--- config.mk ---
export PLATFORM = sky130hd
export DESIGN_NAME = fbp_flash_port
export DESIGN_NICKNAME = d
export VERILOG_FILES = /design/src/core/fbp_pkg.sv /design/src/core/fbp_flash_port.sv
export SDC_FILE = /design/constraint.sdc
export NUM_CORES = 1
export LEC_CHECK = 0
export CAP_MARGIN = 20
export CORE_ASPECT_RATIO = 1.5
export CORE_MARGIN = 5
export CORE_UTILIZATION = 44
export DETAILED_ROUTE_END_ITERATION = 8
export DONT_BUFFER_PORTS = 1
export GPL_TIMING_DRIVEN = 0
export PLACE_DENSITY = 0.7
export REMOVE_ABC_BUFFERS = 1
export SYNTH_ARGS = -nofsm -noshare
export SYNTH_HDL_FRONTEND = slang
export SYNTH_SLANG_ARGS = --single-unit
--- constraint.sdc ---
create_clock -name pclk -period 9.8 [get_ports pclk]
set_input_delay 0.49 -clock pclk [delete_from_list [all_inputs] [get_ports pclk]]
set_output_delay 0.49 -clock pclk [all_outputs]
set_load 0.05 [all_outputs]
--- src/core/fbp_pkg.sv ---
// Purpose: shared constants and types of the flash bus port
// Assumes: 16-bit data bus, four planes, word addressing
// Notes: apb offsets are byte addresses of 32-bit words
package fbp_pkg;
  // ---------------------------------------------------------------
  // register map
  // ---------------------------------------------------------------
  localparam logic [7:0] REG_RCR = 8'h00;
  localparam logic [7:0] REG_PART = 8'h04;
  localparam logic [7:0] REG_STAT = 8'h08;
  localparam logic [7:0] REG_PSTAT = 8'h0C;
  // ---------------------------------------------------------------
  // read_config_reg fields
  // ---------------------------------------------------------------
  localparam int RCR_ASYNC = 15;
  localparam int RCR_LAT_LSB = 11;
  localparam int RCR_EDGE = 6;
  localparam int RCR_NOWRAP = 3;
  localparam int RCR_LEN_LSB = 0;
  localparam logic [15:0] RCR_RESET = 16'h8040;
  localparam logic [2:0] LEN_4 = 3'h1;
  localparam logic [2:0] LEN_8 = 3'h2;
  localparam logic [2:0] PART_RESET = 3'h0;
  // ---------------------------------------------------------------
  // command codes
  // ---------------------------------------------------------------
  localparam logic [7:0] CMD_READ_ARRAY = 8'hFF;
  localparam logic [7:0] CMD_READ_STATUS = 8'h70;
  localparam logic [7:0] CMD_CLEAR_STATUS = 8'h50;
  localparam logic [7:0] CMD_PROGRAM = 8'h40;
  localparam logic [7:0] CMD_ERASE = 8'h20;
  localparam logic [7:0] CMD_CONFIRM = 8'hD0;
  localparam logic [7:0] CMD_LOCK_SETUP = 8'h60;
  localparam logic [7:0] CMD_LOCK = 8'h01;
  localparam logic [7:0] CMD_LOCKDOWN = 8'h2F;
  localparam logic [7:0] CMD_PART_CFG = 8'h04;
  // ---------------------------------------------------------------
  // status byte and error vector
  // ---------------------------------------------------------------
  localparam int ST_READY = 7;
  localparam int ST_ERASE = 5;
  localparam int ST_PROG = 4;
  localparam int ST_VPP = 3;
  localparam int ST_LOCK = 1;
  localparam int ERR_ERASE = 3;
  localparam int ERR_PROG = 2;
  localparam int ERR_VPP = 1;
  localparam int ERR_LOCK = 0;
  // ---------------------------------------------------------------
  // array geometry
  // ---------------------------------------------------------------
  localparam int MAIN_LSB = 15;
  localparam int PARAM_LSB = 12;
  localparam int PARAM_BLOCKS = 8;
  // ---------------------------------------------------------------
  // types
  // ---------------------------------------------------------------
  typedef struct packed {
    logic flash_clk;
    logic adv_n;
    logic ce_n;
    logic we_n;
    logic oe_n;
    logic rst_n;
    logic wp_n;
    logic vpp_low;
  } fbp_pins_type;
  localparam fbp_pins_type PINS_IDLE = 8'h7B;
  typedef enum logic [1:0] {
    CS_IDLE, CS_PROG, CS_ERASE, CS_LOCK
  } fbp_cmd_state_type;
endpackage

--- src/core/fbp_flash_port.sv ---
// Purpose: bus port, command front end and protection of a flash
// Assumes: pins are slow against pclk; array answers in one cycle
// Notes: all pins pass two flip-flops before use
`timescale 1ns/100ps
module fbp_flash_port #(
  parameter int ADDR_W = 21,
  parameter int DQ_W = 16
) (
  // clock and reset
  input wire logic pclk,
  input wire logic presetn,
  // apb slave
  input wire logic [7:0] paddr,
  input wire logic psel,
  input wire logic penable,
  input wire logic pwrite,
  input wire logic [31:0] pwdata,
  output logic [31:0] prdata,
  output logic pready,
  output logic pslverr,
  // flash pins
  input wire logic flash_clk,
  input wire logic address_latch_strobe_n,
  input wire logic chip_select_n,
  input wire logic write_strobe_n,
  input wire logic output_gate_n,
  input wire logic hard_init_n,
  input wire logic lockdown_guard_n,
  input wire logic vpp_at_lockout,
  input wire logic [ADDR_W-1:0] addr_pin,
  input wire logic [DQ_W-1:0] dq_in,
  output logic [DQ_W-1:0] dq_out,
  output logic dq_oe,
  output logic burst_data_valid,
  // array and program/erase engine
  output logic [ADDR_W-1:0] array_addr,
  input wire logic [DQ_W-1:0] array_rdata,
  output logic pe_start,
  output logic pe_is_erase,
  output logic [ADDR_W-1:0] pe_addr,
  output logic [DQ_W-1:0] pe_data,
  output logic pe_abort,
  input wire logic pe_done
);
  localparam int SLOT_W = ADDR_W - fbp_pkg::MAIN_LSB;
  localparam int NBLK = 2**SLOT_W + fbp_pkg::PARAM_BLOCKS - 1;
  localparam int BLK_W = $clog2(NBLK);

  if (ADDR_W < 21 || ADDR_W > 22 || DQ_W != 16) begin : g_chk
    $error("fbp_flash_port: ADDR_W must be 21 or 22, DQ_W 16");
  end

  // ---------------------------------------------------------------
  // functions
  // ---------------------------------------------------------------
  // top slot of the top plane is split into small parameter blocks
  function automatic logic [BLK_W-1:0] block_of(
    input logic [ADDR_W-1:0] a);
    logic [SLOT_W-1:0] s;
    s = a[ADDR_W-1:fbp_pkg::MAIN_LSB];
    if (&s) begin
      block_of = BLK_W'(s) + BLK_W'(a[14:fbp_pkg::PARAM_LSB]);
    end else begin
      block_of = BLK_W'(s);
    end
  endfunction

  // cfg bit i places a boundary between plane i and plane i+1
  function automatic logic [1:0] part_of(input logic [2:0] cfg,
    input logic [ADDR_W-1:0] a);
    logic [1:0] n;
    n = 2'h0;
    for (int i = 0; i < 3; i++) begin
      if (i < int'(a[ADDR_W-1 -: 2]) && cfg[i]) begin
        n = n + 2'h1;
      end
    end
    part_of = n;
  endfunction

  function automatic logic [7:0] stat_of(input logic [3:0] e,
    input logic rdy);
    logic [7:0] s;
    s = 8'h00;
    s[fbp_pkg::ST_READY] = rdy;
    s[fbp_pkg::ST_ERASE] = e[fbp_pkg::ERR_ERASE];
    s[fbp_pkg::ST_PROG] = e[fbp_pkg::ERR_PROG];
    s[fbp_pkg::ST_VPP] = e[fbp_pkg::ERR_VPP];
    s[fbp_pkg::ST_LOCK] = e[fbp_pkg::ERR_LOCK];
    stat_of = s;
  endfunction

  // ---------------------------------------------------------------
  // pin synchronisers
  // ---------------------------------------------------------------
  // buses ride with the strobes; they are only used once a strobe
  // edge has settled, so skew between bits does not matter
  fbp_pkg::fbp_pins_type p_in, p_m_r, p_s_r, p_d_r;
  logic [ADDR_W-1:0] a_m_r, a_s_r;
  logic [DQ_W-1:0] d_m_r, d_s_r;

  assign p_in = '{flash_clk, address_latch_strobe_n, chip_select_n,
    write_strobe_n, output_gate_n, hard_init_n, lockdown_guard_n,
    vpp_at_lockout};

  always_ff @(posedge pclk or negedge presetn) begin
    if (!presetn) begin
      p_m_r <= fbp_pkg::PINS_IDLE;
      p_s_r <= fbp_pkg::PINS_IDLE;
      p_d_r <= fbp_pkg::PINS_IDLE;
      a_m_r <= '0;
      a_s_r <= '0;
      d_m_r <= '0;
      d_s_r <= '0;
    end else begin
      p_m_r <= p_in;
      p_s_r <= p_m_r;
      p_d_r <= p_s_r;
      a_m_r <= addr_pin;
      a_s_r <= a_m_r;
      d_m_r <= dq_in;
      d_s_r <= d_m_r;
    end
  end

  // ---------------------------------------------------------------
  // state
  // ---------------------------------------------------------------
  logic [15:0] rcr_r;
  logic [2:0] part_r, part_nxt;
  logic [ADDR_W-1:0] addr_r, addr_nxt, wa_r, baddr_r, baddr_nxt;
  logic [DQ_W-1:0] wd_r;
  logic taken_r, taken_nxt, bst_r, bst_nxt, busy_r;
  logic [2:0] lat_r, lat_nxt;
  logic [1:0] bpart_r;
  fbp_pkg::fbp_cmd_state_type cs_r, cs_nxt;
  logic [3:0] mode_r, mode_nxt;
  logic [3:0][3:0] err_r, err_nxt;
  logic [NBLK-1:0] lock_r, lock_nxt, ldn_r, ldn_nxt;
  logic go, go_erase;

  // ---------------------------------------------------------------
  // edges and address latch
  // ---------------------------------------------------------------
  wire rst_s = p_s_r.rst_n;
  wire sync_mode = ~rcr_r[fbp_pkg::RCR_ASYNC];
  wire clk_rise = p_s_r.flash_clk & ~p_d_r.flash_clk;
  wire clk_fall = ~p_s_r.flash_clk & p_d_r.flash_clk;
  wire clk_edge = rcr_r[fbp_pkg::RCR_EDGE] ? clk_rise : clk_fall;
  wire adv_low = ~p_s_r.adv_n;
  wire adv_rise = p_s_r.adv_n & ~p_d_r.adv_n;
  wire wr_now = ~p_s_r.ce_n & ~p_s_r.we_n;
  wire wr_end = ~p_d_r.ce_n & ~p_d_r.we_n & ~wr_now;
  wire [ADDR_W-1:0] cur_addr = adv_low ? a_s_r : addr_r;
  wire bst_cap = sync_mode & ~taken_r &
    ((adv_low & clk_edge) | adv_rise);

  assign addr_nxt = (adv_low & ~taken_r) ? a_s_r : addr_r;
  assign taken_nxt = p_s_r.adv_n ? 1'b0 : (taken_r | bst_cap);

  // ---------------------------------------------------------------
  // burst sequencing
  // ---------------------------------------------------------------
  wire [2:0] lat_val = rcr_r[fbp_pkg::RCR_LAT_LSB +: 3];
  wire [2:0] blen = rcr_r[fbp_pkg::RCR_LEN_LSB +: 3];
  wire nowrap = rcr_r[fbp_pkg::RCR_NOWRAP];
  wire [ADDR_W-1:0] binc = baddr_r + 1'b1;
  wire bstep = bst_r & clk_edge & (lat_r == 3'h0);
  wire [ADDR_W-1:0] bwrap =
    (~nowrap & blen == fbp_pkg::LEN_4) ? {baddr_r[ADDR_W-1:2], binc[1:0]} :
    (~nowrap & blen == fbp_pkg::LEN_8) ? {baddr_r[ADDR_W-1:3], binc[2:0]} :
    binc;

  assign bst_nxt = (p_s_r.ce_n | ~sync_mode) ? 1'b0 : (bst_r | bst_cap);
  assign baddr_nxt = bst_cap ? cur_addr : (bstep ? bwrap : baddr_r);
  assign lat_nxt = bst_cap ? lat_val :
    (bst_r & clk_edge & lat_r != 3'h0) ? 3'(lat_r - 3'h1) : lat_r;
  // flag idles high like the pulled-up pin; low only in latency
  wire bdv_nxt = ~(sync_mode & bst_r & ~p_s_r.oe_n &
    (lat_r != 3'h0));

  // ---------------------------------------------------------------
  // read path
  // ---------------------------------------------------------------
  logic [3:0][7:0] st_byte;
  for (genvar g = 0; g < 4; g++) begin : g_st
    assign st_byte[g] = stat_of(err_r[g],
      ~(busy_r && bpart_r == 2'(g)));
  end

  wire [ADDR_W-1:0] rd_addr = bst_r ? baddr_r : addr_r;
  wire [1:0] rd_part = part_of(part_r, rd_addr);
  wire rd_cycle = ~p_s_r.ce_n & ~p_s_r.oe_n & p_s_r.we_n;
  // the busy partition can only answer with status
  wire show_st = mode_r[rd_part] |
    (busy_r & bpart_r == rd_part);
  wire [DQ_W-1:0] dq_nxt = show_st ?
    DQ_W'(st_byte[rd_part]) : array_rdata;

  // ---------------------------------------------------------------
  // command front end
  // ---------------------------------------------------------------
  wire [7:0] cmd = wd_r[7:0];
  wire [1:0] wp = part_of(part_r, wa_r);
  wire [BLK_W-1:0] wblk = block_of(wa_r);

  always_comb begin
    logic op_try;
    int eb;
    op_try = 1'b0;
    eb = fbp_pkg::ERR_PROG;
    cs_nxt = cs_r;
    mode_nxt = mode_r;
    err_nxt = err_r;
    lock_nxt = lock_r;
    ldn_nxt = ldn_r;
    part_nxt = part_r;
    go = 1'b0;
    go_erase = 1'b0;
    if (wr_end) begin
      unique case (cs_r)
        fbp_pkg::CS_IDLE: begin
          if (cmd == fbp_pkg::CMD_READ_ARRAY) begin
            mode_nxt[wp] = 1'b0;
          end else if (cmd == fbp_pkg::CMD_READ_STATUS) begin
            mode_nxt[wp] = 1'b1;
          end else if (cmd == fbp_pkg::CMD_CLEAR_STATUS) begin
            err_nxt[wp] = 4'h0;
          end else if (cmd == fbp_pkg::CMD_PROGRAM) begin
            cs_nxt = fbp_pkg::CS_PROG;
            mode_nxt[wp] = 1'b1;
          end else if (cmd == fbp_pkg::CMD_ERASE) begin
            cs_nxt = fbp_pkg::CS_ERASE;
            mode_nxt[wp] = 1'b1;
          end else if (cmd == fbp_pkg::CMD_LOCK_SETUP) begin
            cs_nxt = fbp_pkg::CS_LOCK;
          end
        end
        fbp_pkg::CS_PROG: begin
          cs_nxt = fbp_pkg::CS_IDLE;
          op_try = 1'b1;
        end
        fbp_pkg::CS_ERASE: begin
          cs_nxt = fbp_pkg::CS_IDLE;
          eb = fbp_pkg::ERR_ERASE;
          if (cmd == fbp_pkg::CMD_CONFIRM) begin
            op_try = 1'b1;
          end else begin
            err_nxt[wp][fbp_pkg::ERR_ERASE] = 1'b1;
            err_nxt[wp][fbp_pkg::ERR_PROG] = 1'b1;
          end
        end
        fbp_pkg::CS_LOCK: begin
          cs_nxt = fbp_pkg::CS_IDLE;
          if (cmd == fbp_pkg::CMD_LOCK) begin
            lock_nxt[wblk] = 1'b1;
          end else if (cmd == fbp_pkg::CMD_CONFIRM) begin
            if (ldn_r[wblk] & ~p_s_r.wp_n) begin
              err_nxt[wp][fbp_pkg::ERR_LOCK] = 1'b1;
            end else begin
              lock_nxt[wblk] = 1'b0;
            end
          end else if (cmd == fbp_pkg::CMD_LOCKDOWN) begin
            lock_nxt[wblk] = 1'b1;
            ldn_nxt[wblk] = 1'b1;
          end else if (cmd == fbp_pkg::CMD_PART_CFG && !busy_r) begin
            part_nxt = wa_r[2:0];
          end else begin
            err_nxt[wp][fbp_pkg::ERR_ERASE] = 1'b1;
            err_nxt[wp][fbp_pkg::ERR_PROG] = 1'b1;
          end
        end
      endcase
      if (op_try) begin
        if (busy_r) begin
          err_nxt[wp][eb] = 1'b1;
        end else if (p_s_r.vpp_low) begin
          err_nxt[wp][eb] = 1'b1;
          err_nxt[wp][fbp_pkg::ERR_VPP] = 1'b1;
        end else if (lock_r[wblk]) begin
          err_nxt[wp][eb] = 1'b1;
          err_nxt[wp][fbp_pkg::ERR_LOCK] = 1'b1;
        end else begin
          go = 1'b1;
          go_erase = (eb == fbp_pkg::ERR_ERASE);
        end
      end
    end
  end

  // ---------------------------------------------------------------
  // apb decode
  // ---------------------------------------------------------------
  wire apb_setup = psel & ~penable;
  wire apb_wr = psel & penable & pready & pwrite;
  wire hit_rcr = paddr == fbp_pkg::REG_RCR;
  wire hit_part = paddr == fbp_pkg::REG_PART;
  wire hit_stat = paddr == fbp_pkg::REG_STAT;
  wire hit_pstat = paddr == fbp_pkg::REG_PSTAT;
  wire mapped = hit_rcr | hit_part | hit_stat | hit_pstat;
  wire [31:0] stat_word = {24'h000000, bst_r, sync_mode,
    p_s_r.vpp_low, p_s_r.wp_n, rst_s, bpart_r, busy_r};
  wire [31:0] rd_word = hit_rcr ? {16'h0000, rcr_r} :
    hit_part ? {29'h0, part_r} :
    hit_stat ? stat_word :
    hit_pstat ? st_byte : 32'h00000000;

  always_ff @(posedge pclk or negedge presetn) begin
    if (!presetn) begin
      pready <= 1'b0;
      pslverr <= 1'b0;
      prdata <= 32'h00000000;
    end else begin
      pready <= apb_setup;
      pslverr <= apb_setup & ~mapped;
      prdata <= (apb_setup & ~pwrite) ? rd_word : 32'h00000000;
    end
  end

  // ---------------------------------------------------------------
  // control registers
  // ---------------------------------------------------------------
  // init low returns everything to asynchronous array read
  always_ff @(posedge pclk or negedge presetn) begin
    if (!presetn) begin
      rcr_r <= fbp_pkg::RCR_RESET;
      part_r <= fbp_pkg::PART_RESET;
      cs_r <= fbp_pkg::CS_IDLE;
      mode_r <= 4'h0;
      err_r <= '0;
      lock_r <= '1;
      ldn_r <= '0;
    end else if (!rst_s) begin
      rcr_r <= fbp_pkg::RCR_RESET;
      part_r <= fbp_pkg::PART_RESET;
      cs_r <= fbp_pkg::CS_IDLE;
      mode_r <= 4'h0;
      err_r <= '0;
      lock_r <= '1;
      ldn_r <= '0;
    end else begin
      rcr_r <= (apb_wr & hit_rcr) ? pwdata[15:0] : rcr_r;
      part_r <= (apb_wr & hit_part & ~busy_r) ? pwdata[2:0] : part_nxt;
      cs_r <= cs_nxt;
      mode_r <= mode_nxt;
      err_r <= err_nxt;
      lock_r <= lock_nxt;
      ldn_r <= ldn_nxt;
    end
  end

  // ---------------------------------------------------------------
  // bus capture, burst and engine
  // ---------------------------------------------------------------
  always_ff @(posedge pclk or negedge presetn) begin
    if (!presetn) begin
      addr_r <= '0;
      taken_r <= 1'b0;
      wa_r <= '0;
      wd_r <= '0;
      bst_r <= 1'b0;
      baddr_r <= '0;
      lat_r <= 3'h0;
      burst_data_valid <= 1'b1;
    end else begin
      addr_r <= addr_nxt;
      taken_r <= taken_nxt;
      wa_r <= wr_now ? cur_addr : wa_r;
      wd_r <= wr_now ? d_s_r : wd_r;
      bst_r <= bst_nxt;
      baddr_r <= baddr_nxt;
      lat_r <= lat_nxt;
      burst_data_valid <= bdv_nxt;
    end
  end

  always_ff @(posedge pclk or negedge presetn) begin
    if (!presetn) begin
      busy_r <= 1'b0;
      bpart_r <= 2'h0;
      pe_start <= 1'b0;
      pe_is_erase <= 1'b0;
      pe_addr <= '0;
      pe_data <= '0;
      pe_abort <= 1'b0;
    end else begin
      busy_r <= rst_s & (go | (busy_r & ~pe_done));
      bpart_r <= go ? wp : bpart_r;
      pe_start <= go & rst_s;
      pe_is_erase <= go ? go_erase : pe_is_erase;
      pe_addr <= go ? wa_r : pe_addr;
      pe_data <= go ? wd_r : pe_data;
      pe_abort <= busy_r & ~rst_s;
    end
  end

  always_ff @(posedge pclk or negedge presetn) begin
    if (!presetn) begin
      array_addr <= '0;
      dq_out <= '0;
      dq_oe <= 1'b0;
    end else begin
      array_addr <= rd_addr;
      dq_out <= dq_nxt;
      dq_oe <= rd_cycle;
    end
  end
endmodule

; Word-level counts from Yosys, hierarchy flattened
; Cells that the tools add are included.
[word_totals]
register_bits = 477
wordCells = 360
out_inout_bits = 113
in_bits = 107
[op_classes]
n_lt_le_gt_ge = 13
n_reduce_logical = 31
add_sub_neg = 7
n_eq_ne = 46
bitwise_logic = 84
mux = 122
[op_table]
columns = op, count
row1 = $mux W71, 13
row2 = $mux W16, 19
row3 = $mux W32, 6
row4 = $or A71 B71 Y71, 2
row5 = $mux W21, 6
row6 = $or A16 B16 Y16, 6
row7 = $and A71 B71 Y71, 1
row8 = $not A71 Y71, 1
row9 = $demux W4 S2, 6
row10 = $pmux W16 S3, 1
row11 = $mux W4, 11
row12 = $and A1 B1 Y1, 35
row13 = $mux W3, 11
row14 = $eq A32 B3 Y1 const B, 1
row15 = $eq A8 B7 Y1 const B, 4
row16 = $ge A32 B1 Y1 const B, 1
row17 = $lt A32 B4 Y1 const B, 1
row18 = $mux W2, 13
row19 = $mux W1, 25
row20 = $not A1 Y1, 25
row21 = $add A21 B1 Y21 const B, 1
row22 = $and A16 B16 Y16, 1
row23 = $bmux W8 S2, 1
row24 = $eq A8 B3 Y1 const B, 2
row25 = other kinds (54), 110

; Longest topological paths before layout
; Gate-level depths: netlist of the first run.
[logic_depth]
depth_word = 27
ltp_mapped = 15
depth_no_buf = 12

; Least setup slack after synthesis of the first run
; Ideal clock, no wire load.
[synth_path]
kind = register -> register
start = reg wa_r[16]
end = reg pe_addr[0]
setup_slack_ns = 6.030
stages_incl_launch_ff = 16
arrival_ns = 3.643
n_path_buf = 4
setup_time_ns = 0.128
t_required_ns = 9.672
cell_sequence = dfrtp_1 -> buf_2 -> inv_1 -> fa_1 -> and4_1 -> buf_2 -> a21oi_1 -> buf_2 -> mux2i_1 -> o22ai_1 -> o31ai_1 -> nor4b_2 -> nor4b_4 -> nand2_1 -> buf_4 -> mux2_1
[synth_via]
elab_chain_cells = 9
elab_cells_between_ends = 10
cone_classes = add/sub (1) / mux (8) / reduce/logical (1)
[synth_rtl]
columns = element, line
row1 = "start, declared", fbp_flash_port.sv:131  ; logic [ADDR_W-1:0] addr_r, addr_nxt, wa_r, baddr_r, baddr_nxt;
row2 = "start signal, assigned", fbp_flash_port.sv:368  ; wa_r <= wr_now ? cur_addr : wa_r;
row3 = $add A6 B3 Y7 or $reduce_and A6 Y1 (tied branches), "fbp_flash_port.sv:62, fbp_flash_port.sv:61"
row4 = $mux W7 *, fbp_flash_port.sv:61  ; if (&s) begin
row5 = $bmux W1 S7 *, fbp_flash_port.sv:280  ; end else if (lock_r[wblk]) begin
row6 = $mux W1 (implied by the code) *, fbp_flash_port.sv:280
row7 = $mux W1 *, fbp_flash_port.sv:280
row8 = $mux W1 *, fbp_flash_port.sv:277  ; end else if (p_s_r.vpp_low) begin
row9 = $mux W1 *, fbp_flash_port.sv:275  ; if (busy_r) begin
row10 = $mux W1 *, fbp_flash_port.sv:274  ; if (op_try) begin
row11 = $mux W1 *, fbp_flash_port.sv:220  ; if (wr_end) begin
row12 = "end signal, assigned", fbp_flash_port.sv:391  ; pe_addr <= go ? wa_r : pe_addr;
row13 = "end, declared", fbp_flash_port.sv:40  ; output logic [ADDR_W-1:0] pe_addr,
; Mark *: on every way between the ends. The rest lies on a longest branch, timed or not. The select of a mux whose other input is x is not followed.
; A chain may end at the register's enable or synchronous reset.

; Worst setup path in the final report of the first run
[layout_path]
start = reg wa_r[16]
end = reg err_r[0] (netlist name)
[layout_via]
elab_chain_cells = 18
elab_cells_between_ends = 22
cone_classes = add/sub (1) / mux (16) / bitwise (4) / reduce/logical (1)
[layout_rtl]
columns = element, line
row1 = $add A6 B3 Y7 or $reduce_and A6 Y1 (tied branches), "fbp_flash_port.sv:62, fbp_flash_port.sv:61"
row2 = $mux W7 *, fbp_flash_port.sv:61
row3 = $bmux W1 S7, fbp_flash_port.sv:258  ; if (ldn_r[wblk] & ~p_s_r.wp_n) begin
row4 = $mux W1 (implied by the code), fbp_flash_port.sv:258
row5 = $and A1 B1 Y1, fbp_flash_port.sv:258
row6 = $mux W16, fbp_flash_port.sv:258
row7 = $mux W16, fbp_flash_port.sv:257  ; end else if (cmd == fbp_pkg::CMD_CONFIRM) begin
row8 = $mux W16, fbp_flash_port.sv:255  ; if (cmd == fbp_pkg::CMD_LOCK) begin
row9 = $pmux W16 S3, fbp_flash_port.sv:221  ; unique case (cs_r)
row10 = $mux W16, fbp_flash_port.sv:220
row11 = $or A16 B16 Y16 (no line) (2 in a row), -
row12 = $mux W16, fbp_flash_port.sv:280
row13 = $mux W16, fbp_flash_port.sv:277
row14 = $mux W16, fbp_flash_port.sv:275
row15 = $mux W16 *, fbp_flash_port.sv:274
row16 = $mux W16 *, fbp_flash_port.sv:220
row17 = $mux W16 *, fbp_flash_port.sv:333  ; end else if (!rst_s) begin
row18 = "end signal, assigned", fbp_flash_port.sv:346  ; err_r <= err_nxt;
row19 = "end, declared", fbp_flash_port.sv:138  ; logic [3:0][3:0] err_r, err_nxt;
; Marked as above.

==> reports/results.ini, run 1 <==
[placement]
gp_congestion = 0.925
numPortBuffers = 0
dp_hpwl_um = 37500
dp_slack_ns = 3.39

[global_route]
grt_pass1_wl_um = 89000
antenna_found_initial = 2
grt_pass1_vias = 15341
grt_overflow = 0
grt_max_degree = 472
grt_usage_pct = 21.5

[route]
vias = 15078
drc = 0
final_antenna_net_count = 0
wl_met3_um = 3520
via_per_inst = 6.23
drt_wl_total_um = 57500
drtPass1Iterations = 5
top_layer = met4
wl_met1_um = 21500
drt_first_iter_violations = 1291
wire_per_inst_um = 23.7
route.met2.wl_um = 28700

[worst_hold_path]
hp-class = in2async

[logic_synthesis]
syn_avg_cell_area_um2 = 11.5
ys_ff_latch = 471
yosysTopAreaCell = dfrtp_1
yosysSeqAreaShare_pct = 57.4
ys.warnings.count = 0
synth_edf_count = 0
async_flop_share_pct = 100
synthTopCellsByArea = dfrtp_1 (46%), dfstp_2 (11%), mux2i_1 (4.4%), mux2_2 (4.1%), nor2_1 (3.5%)
synth.top_cell.area_share_pct = 46.1
synth_cell_types = 80
synth_ff_type = dfrtp_1
postSynthCellCount = 1800
yosysMostFrequentCell = dfrtp_1
synthTopCellsByCount = dfrtp_1 (382), nor2_1 (192), clkbuf_1 (101)
synth_area_um2 = 20700

[power_and_ir_drop]
switching_power_mw = 1.62
clockPowerShare_pct = 36.9
seq_power_share_pct = 48.9
p_int_mw = 3.40
leakagePower_nw = 10.3
power_density_nw_per_um2 = 213
p_sw_share_pct = 32.2
p_comb_share_pct = 14.2
ir_drop_uv = 164

[die]
start_util_pct = 44.4
die_x_um = 187
die_h_um = 276
core_um2 = 46700
boundaryPins = 220
rows = 97
fp.dieArea_um2 = 51600

[final_layout]
syn2layout_area_growth_pct = 13.6
nets = 1913
antenna_cells = 0
drive_above_1_share_pct = 16.8

[worst_setup_path]
cp-start-kind = flop
rr_worst_depth = 11
reg2reg_to = err_r[0]
r2r_start = wa_r[16]
worstPathRequired_ns = 10.32
worstSetupPathType = reg2reg
cp.arrival_ns = 7.05
cp-end-kind = flop
cp_max_fo = 91
rrSetupSlack_ns = 3.27

[clock_network]
cts.sink_count = 471
cts_buffer_depth = 3
cts_tree = yes
postCtsSetupRepairBufs = 0
cts_made_buffers = 46
clk_pin_slew_ns = 0.06
root_buffer = clkbuf_16
clk_latency_ns = 0.59
cts_max_level = 2

[timing]
worst_slack_ns = 3.27
whs_ns = -0.0380
worst_pin_slew_ns = 1.33
clock_skew_ns = 0.0303
fin_crit_sh_pct = 66.7
clock.fmax_mhz = 153
finalMaxSlewViolations = 0
setup_viol = 0
min_period_ns = 6.53
fin_tns_setup_ns = 0
rsz0062_at_grt = no
hold_viol = 17
slew_headroom_pct = 11.4

[run_status]
status = finished, violations left
violations = negative hold slack

[flow_run]
cap_violations = 0

-- cell usage in the layout, fill, tap and decap left out, types with 46 or more instances in the layout --
| master | synthesis | routed |
|---|---|---|
| dfrtp_1 | 382 | 382 |
| nor2_1 | 192 | 187 |
| nand2_1 | 95 | 93 |
| mux2i_1 | 92 | 92 |
| dfstp_2 | 89 | 89 |
| a31oi_1 | 86 | 85 |
| mux2_2 | 75 | 75 |
| a21oi_1 | 59 | 55 |
| a41oi_1 | 55 | 55 |
| a311oi_1 | 52 | 52 |
| dlygate4sd3_1 | 0 | 47 |
| clkbuf_16 | 0 | 46 |
-- power groups by stage --
stage          Clock (mW)  Sequential [mW]  Combinational [mW]
6_report             1.85             2.45               0.711
3_5_place_dp            0             2.49               0.641
3_3_place_gp            0             2.48               0.598
5_1_grt              1.97             2.47               0.763
4_1_cts              1.88             2.45               0.662
2_1_floorplan           0             2.43               0.423
-- state kept, by name, summed over array words and instances (netlist names), 21 cells and up --
name and count:
a_m_r 21, a_s_r 21, addr_r 21, array_addr 21
baddr_r 21, ldn_r 71, lock_r 71, pe_addr 21
prdata 26, wa_r 21
-- worst max-delay path by stage --
stage                  start         end  slack (ns)  cells after the start
detailed placement  wa_r[16]    err_r[0]        3.39                     12
global route        wa_r[16]    err_r[0]        2.90                     12
finish              wa_r[16]    err_r[0]        3.27                     11
CTS                 wa_r[16]    err_r[0]        3.33                     12
floorplan              rst_s  lock_r[10]        3.45                      3
global placement       rst_s  lock_r[15]       -1.00                      3
-- kinds of logic after synthesis --
group | Yosys count | synth area share (%)
simple gates | 473 | 10.9
flops | 471 | 57.4
compound gates | 419 | 14.5
mux | 211 | 11.2
buf+inv | 178 | 3.55
xor+xnor | 30 | 1.30
fa+ha+maj | 17 | 1.06
other cells | 1 | 0.0181
-- layer usage --
metal  track usage, %  vias up
met1             25.7     7627
met2             36.6      659
li1                 -     6588
met5                0        -
met4             12.9        0
met3             3.73      204
-- worst max-delay path, stage by stage (launching register included) --
cell,delay [ns]
dfrtp_1,0.88
inv_1,0.36
fa_1,0.58
xor2_1,0.85
nand3_1,0.38
and2_1,0.34
a32oi_1,0.34
a31oi_1,0.17
nor4_1,0.79
nand2_4,0.75
o32ai_2,0.72
a32o_1,0.26
-- timing repair --
action,4_1_cts,5_1_grt
hold buffers,46,1
resized for setup,0,0
hold endpoints to repair,500,17
-- metrics by stage --
stage / hold slack, ns / cells / instance area [um^2] / utilization [%] / total power [mW]
2_1_floorplan: 0.194 / 1665 / 20200 / - / 2.85
3_3_place_gp: 0.268 / 2259 / 20900 / 44.7 / 3.08
3_5_place_dp: 0.262 / 2285 / 21400 / 45.8 / 3.13
4_1_cts: -0.345 / 2416 / 23500 / 50.2 / 5.00
5_1_grt: 0.0220 / 2420 / 23600 / 50.4 / 5.20
6_report: -0.0380 / 2420 / 23600 / 50.4 / 5.02
-- layout make-up --
| type | instances | area (um^2) |
|---|---|---|
| Multi-Input combinational cell | 1156 | 8230 |
| Clock buffer | 69 | 1370 |
| Tap cell | 594 | 743 |
| Fill cell | 3967 | 23200 |
| Timing Repair Buffer | 76 | 932 |
| Clock inverter | 16 | 230 |
| Inverter | 38 | 148 |
| Sequential cell | 471 | 11900 |
No activity file was read; power rests on OpenSTA's default activity.
==> inputs of run 2 (changes only) <==
--- a/config.mk
+++ b/config.mk
@@ -12,7 +12,7 @@
 export DETAILED_ROUTE_END_ITERATION = 8
 export DONT_BUFFER_PORTS = 1
 export GPL_TIMING_DRIVEN = 0
-export PLACE_DENSITY = 0.7
+export PLACE_DENSITY = 0.72
 export REMOVE_ABC_BUFFERS = 1
 export SYNTH_ARGS = -nofsm -noshare
 export SYNTH_HDL_FRONTEND = slang
==> constraint.sdc (replaced) <==
create_clock -name pclk -period 6 [get_ports pclk]
set_input_delay 0.3 -clock pclk [delete_from_list [all_inputs] [get_ports pclk]]
set_output_delay 0.3 -clock pclk [all_outputs]
set_load 0.05 [all_outputs]
==> run 2 against run 1 <==
- via count up 2.6%
- cell count up 1.6%
- flip-flop and latch count unchanged
- non-clock buffer count up 40
- largest power group unchanged
- the flow finishes with violations (negative hold slack, max-slew violations)
- highest routed layer unchanged
- clock skew down 0.0066 ns
==> reports/results.ini, run 2 (synthesis gave the netlist of run 1 again) <==
[run_status]
status = finished, violations left  ; unchanged
violations = negative hold slack, max-slew violations  ; was negative hold slack

[die]
boundaryPins = 220  ; unchanged
fp.dieArea_um2 = 51600  ; unchanged
start_util_pct = 44.4  ; unchanged
rows = 97  ; unchanged
die_h_um = 276  ; unchanged
core_um2 = 46700  ; unchanged
die_x_um = 187  ; unchanged

[placement]
dp_hpwl_um = 37400  ; was 37,500 um
place_area_um2 = 21400  ; about the same
numPortBuffers = 0  ; unchanged
dp_slack_ns = -0.371  ; was 3.39 ns
gp_congestion = 0.927  ; was 0.925

[timing]
worst_slack_ns = 0.445  ; was 3.27 ns
hold_viol = 396  ; was 17
clock_skew_ns = 0.0237  ; was 0.0303 ns
setup_viol = 0  ; unchanged
finalMaxSlewViolations = 303  ; was 0
whs_ns = -0.493  ; was -0.0380 ns
slew_headroom_pct = -45.1  ; was 11.4%
fin_crit_sh_pct = 92.6  ; was 66.7%
min_period_ns = 5.56  ; was 6.53 ns
fin_tns_setup_ns = 0  ; unchanged
rsz0062_at_grt = no  ; unchanged
clock.fmax_mhz = 180  ; was 153 MHz
worst_pin_slew_ns = 2.18  ; was 1.33 ns

[worst_setup_path]
worstPathRequired_ns = 6.52  ; was 10.32 ns
worstSetupPathType = reg2reg  ; unchanged
crit_chain = inv_1, fa_1, xor2_2, a31oi_2, o211ai_1, a21oi_1, or4_1, a2111oi_4, nand2_8, o32ai_2, a41o_1  ; was inv_1, fa_1, xor2_1, nand3_1, and2_1, a32oi_1, a31oi_1, nor4_1, nand2_4, o32ai_2, a32o_1
cp.arrival_ns = 6.07  ; was 7.05 ns
reg2reg_to = err_r[4]  ; was err_r[0]
cp-end-kind = flop  ; unchanged
r2r_start = wa_r[16]  ; unchanged
critPathMaxStageDelay_ns = 0.64  ; was 0.88 ns
cp-start-kind = flop  ; unchanged
rrSetupSlack_ns = 0.44  ; was 3.27 ns
cp_max_fo = 91  ; unchanged
rr_worst_depth = 11  ; unchanged
slowest_stage = dfrtp_2  ; was dfrtp_1

[global_route]
grt_overflow = 0  ; unchanged
grt_pass1_wl_um = 90200  ; was 89,000 um
grt_usage_pct = 21.7  ; was 21.5%
grt_pass1_vias = 15999  ; was 15.3k
antenna_found_initial = 1  ; was 2
grt_max_degree = 472  ; unchanged

[clock_network]
cts_buffer_depth = 3  ; unchanged
clk_pin_slew_ns = 0.06  ; about the same
root_buffer = clkbuf_16  ; unchanged
cts_tree = yes  ; unchanged
cts.sink_count = 471  ; unchanged
postCtsHoldBufs = 87  ; was 46
clk_latency_ns = 0.59  ; about the same
cts_max_level = 2  ; unchanged
cts_made_buffers = 45  ; was 46

[route]
wire_per_inst_um = 23.6  ; was 23.7 um
drt_first_iter_violations = 1197  ; was 1,291
final_antenna_net_count = 0  ; unchanged
drtPass1Iterations = 7  ; was 5
via_per_inst = 6.29  ; was 6.23
drt_wl_total_um = 58000  ; was 57,500 um
vias = 15467  ; was 15.1k
drc = 0  ; unchanged

[final_layout]
final_cell_mix = dfrtp_1 (380), nor2_1 (186), nand2_1 (93)  ; was dfrtp_1 (382), nor2_1 (187), nand2_1 (93)
fill_cells = 3886  ; was 3,967
syn2layout_area_growth_pct = 15.1  ; was 13.6%
finalInstanceArea_um2 = 23900  ; was 23,600 um^2
drive_above_1_share_pct = 16.4  ; was 16.8%
antenna_cells = 0  ; unchanged
layout_commonest_cell = dfrtp_1  ; unchanged
nets = 1952  ; was 1,913
largestRegisters = ldn_r (71), lock_r (71), prdata (26)  ; unchanged

[power_and_ir_drop]
power_density_nw_per_um2 = 337  ; was 213 nW/um^2
leakagePower_nw = 10.3  ; about the same
ir_drop_uv = 330  ; was 164 uV

[flow_run]
cap_violations = 0  ; unchanged

[worst_hold_path]
hp-class = in2async  ; unchanged

-- run 2: cell types whose count changed in the layout (fill, tap and decap cells not counted), sizes merged --
| cell | change |
|---|---|
| dlygate4sd3 | +40 |
| clkbuf | -4 |
| clkinv | +2 |
| clkinvlp | +2 |
| bufinv | -1 |
-- run 2: where the power goes --
part / internal, mW / switching [mW]
Sequential: 3.39 / 0.616
Clock: 1.63 / 1.26
Combinational: 0.422 / 0.718
-- run 2: cell type report --
class                   count  area (um^2)  share of cell area, %
clock buffers              65         1270                   5.33
inverters                  38          148                  0.619
clock inverters            19          240                   1.01
multi-input cells        1156         8260                   34.6
repair buffers            116         1300                   5.43
flip-flops and latches    471        11900                   49.9
well taps                 594          743                   3.11
-- run 2: what timing repair did --
action | 4_1_cts | 5_1_grt
pin swaps | 1 | 0
endpoints found under the hold margin | 563 | 427
cloned | 0 | 0
setup buffers | 2 | 0
endpoints found under the setup margin | 69 | 47
gates resized for setup | 2 | 3
-- run 2: routing by layer --
metal	track usage, %	vias up	routed length [um]	share of wire [%]
met5	0	-	0	0
met3	3.92	251	3800	6.5
met2	37.3	738	29200	50
met1	25.5	7816	21100	36
li1	-	6662	-	-
met4	13.1	0	3930	6.8
-- run 2: metrics by stage --
step                      total power, mW  cells  hold slack (ns)  utilization, %
after floorplan                      4.65   1665          0.00441               -
after global placement               5.03   2259           0.0685            44.7
after detailed placement             5.11   2284           0.0661            45.8
after CTS                            8.05   2457           -0.538            50.9
after global routing                 8.32   2459           -0.532            51.1
final                                8.03   2459           -0.493            51.1
-- run 2: worst max path at each step --
stage	startpoint	end	slack, ns
finish	wa_r[16]	err_r[4]	0.44
global route	wa_r[16]	err_r[4]	0.26
floorplan	rst_s	lock_r[10]	-0.35
global placement	rst_s	lock_r[15]	-4.48
detailed placement	wa_r[16]	err_r[0]	-0.37
CTS	wa_r[16]	err_r[4]	0.008
-- run 2: worst max-delay path, delay by kind of cell, from the launching register on --
| kind | cells | cell delay [ns] |
|---|---|---|
| AND/OR/NAND/NOR | 2 | 1.00 |
| flip-flops | 1 | 0.64 |
| XOR/XNOR | 1 | 0.60 |
| adder cells (fa/ha/maj) | 1 | 0.57 |
| buffers and inverters | 1 | 0.27 |
| AO/OA/AOI/OAI | 6 | 2.37 |
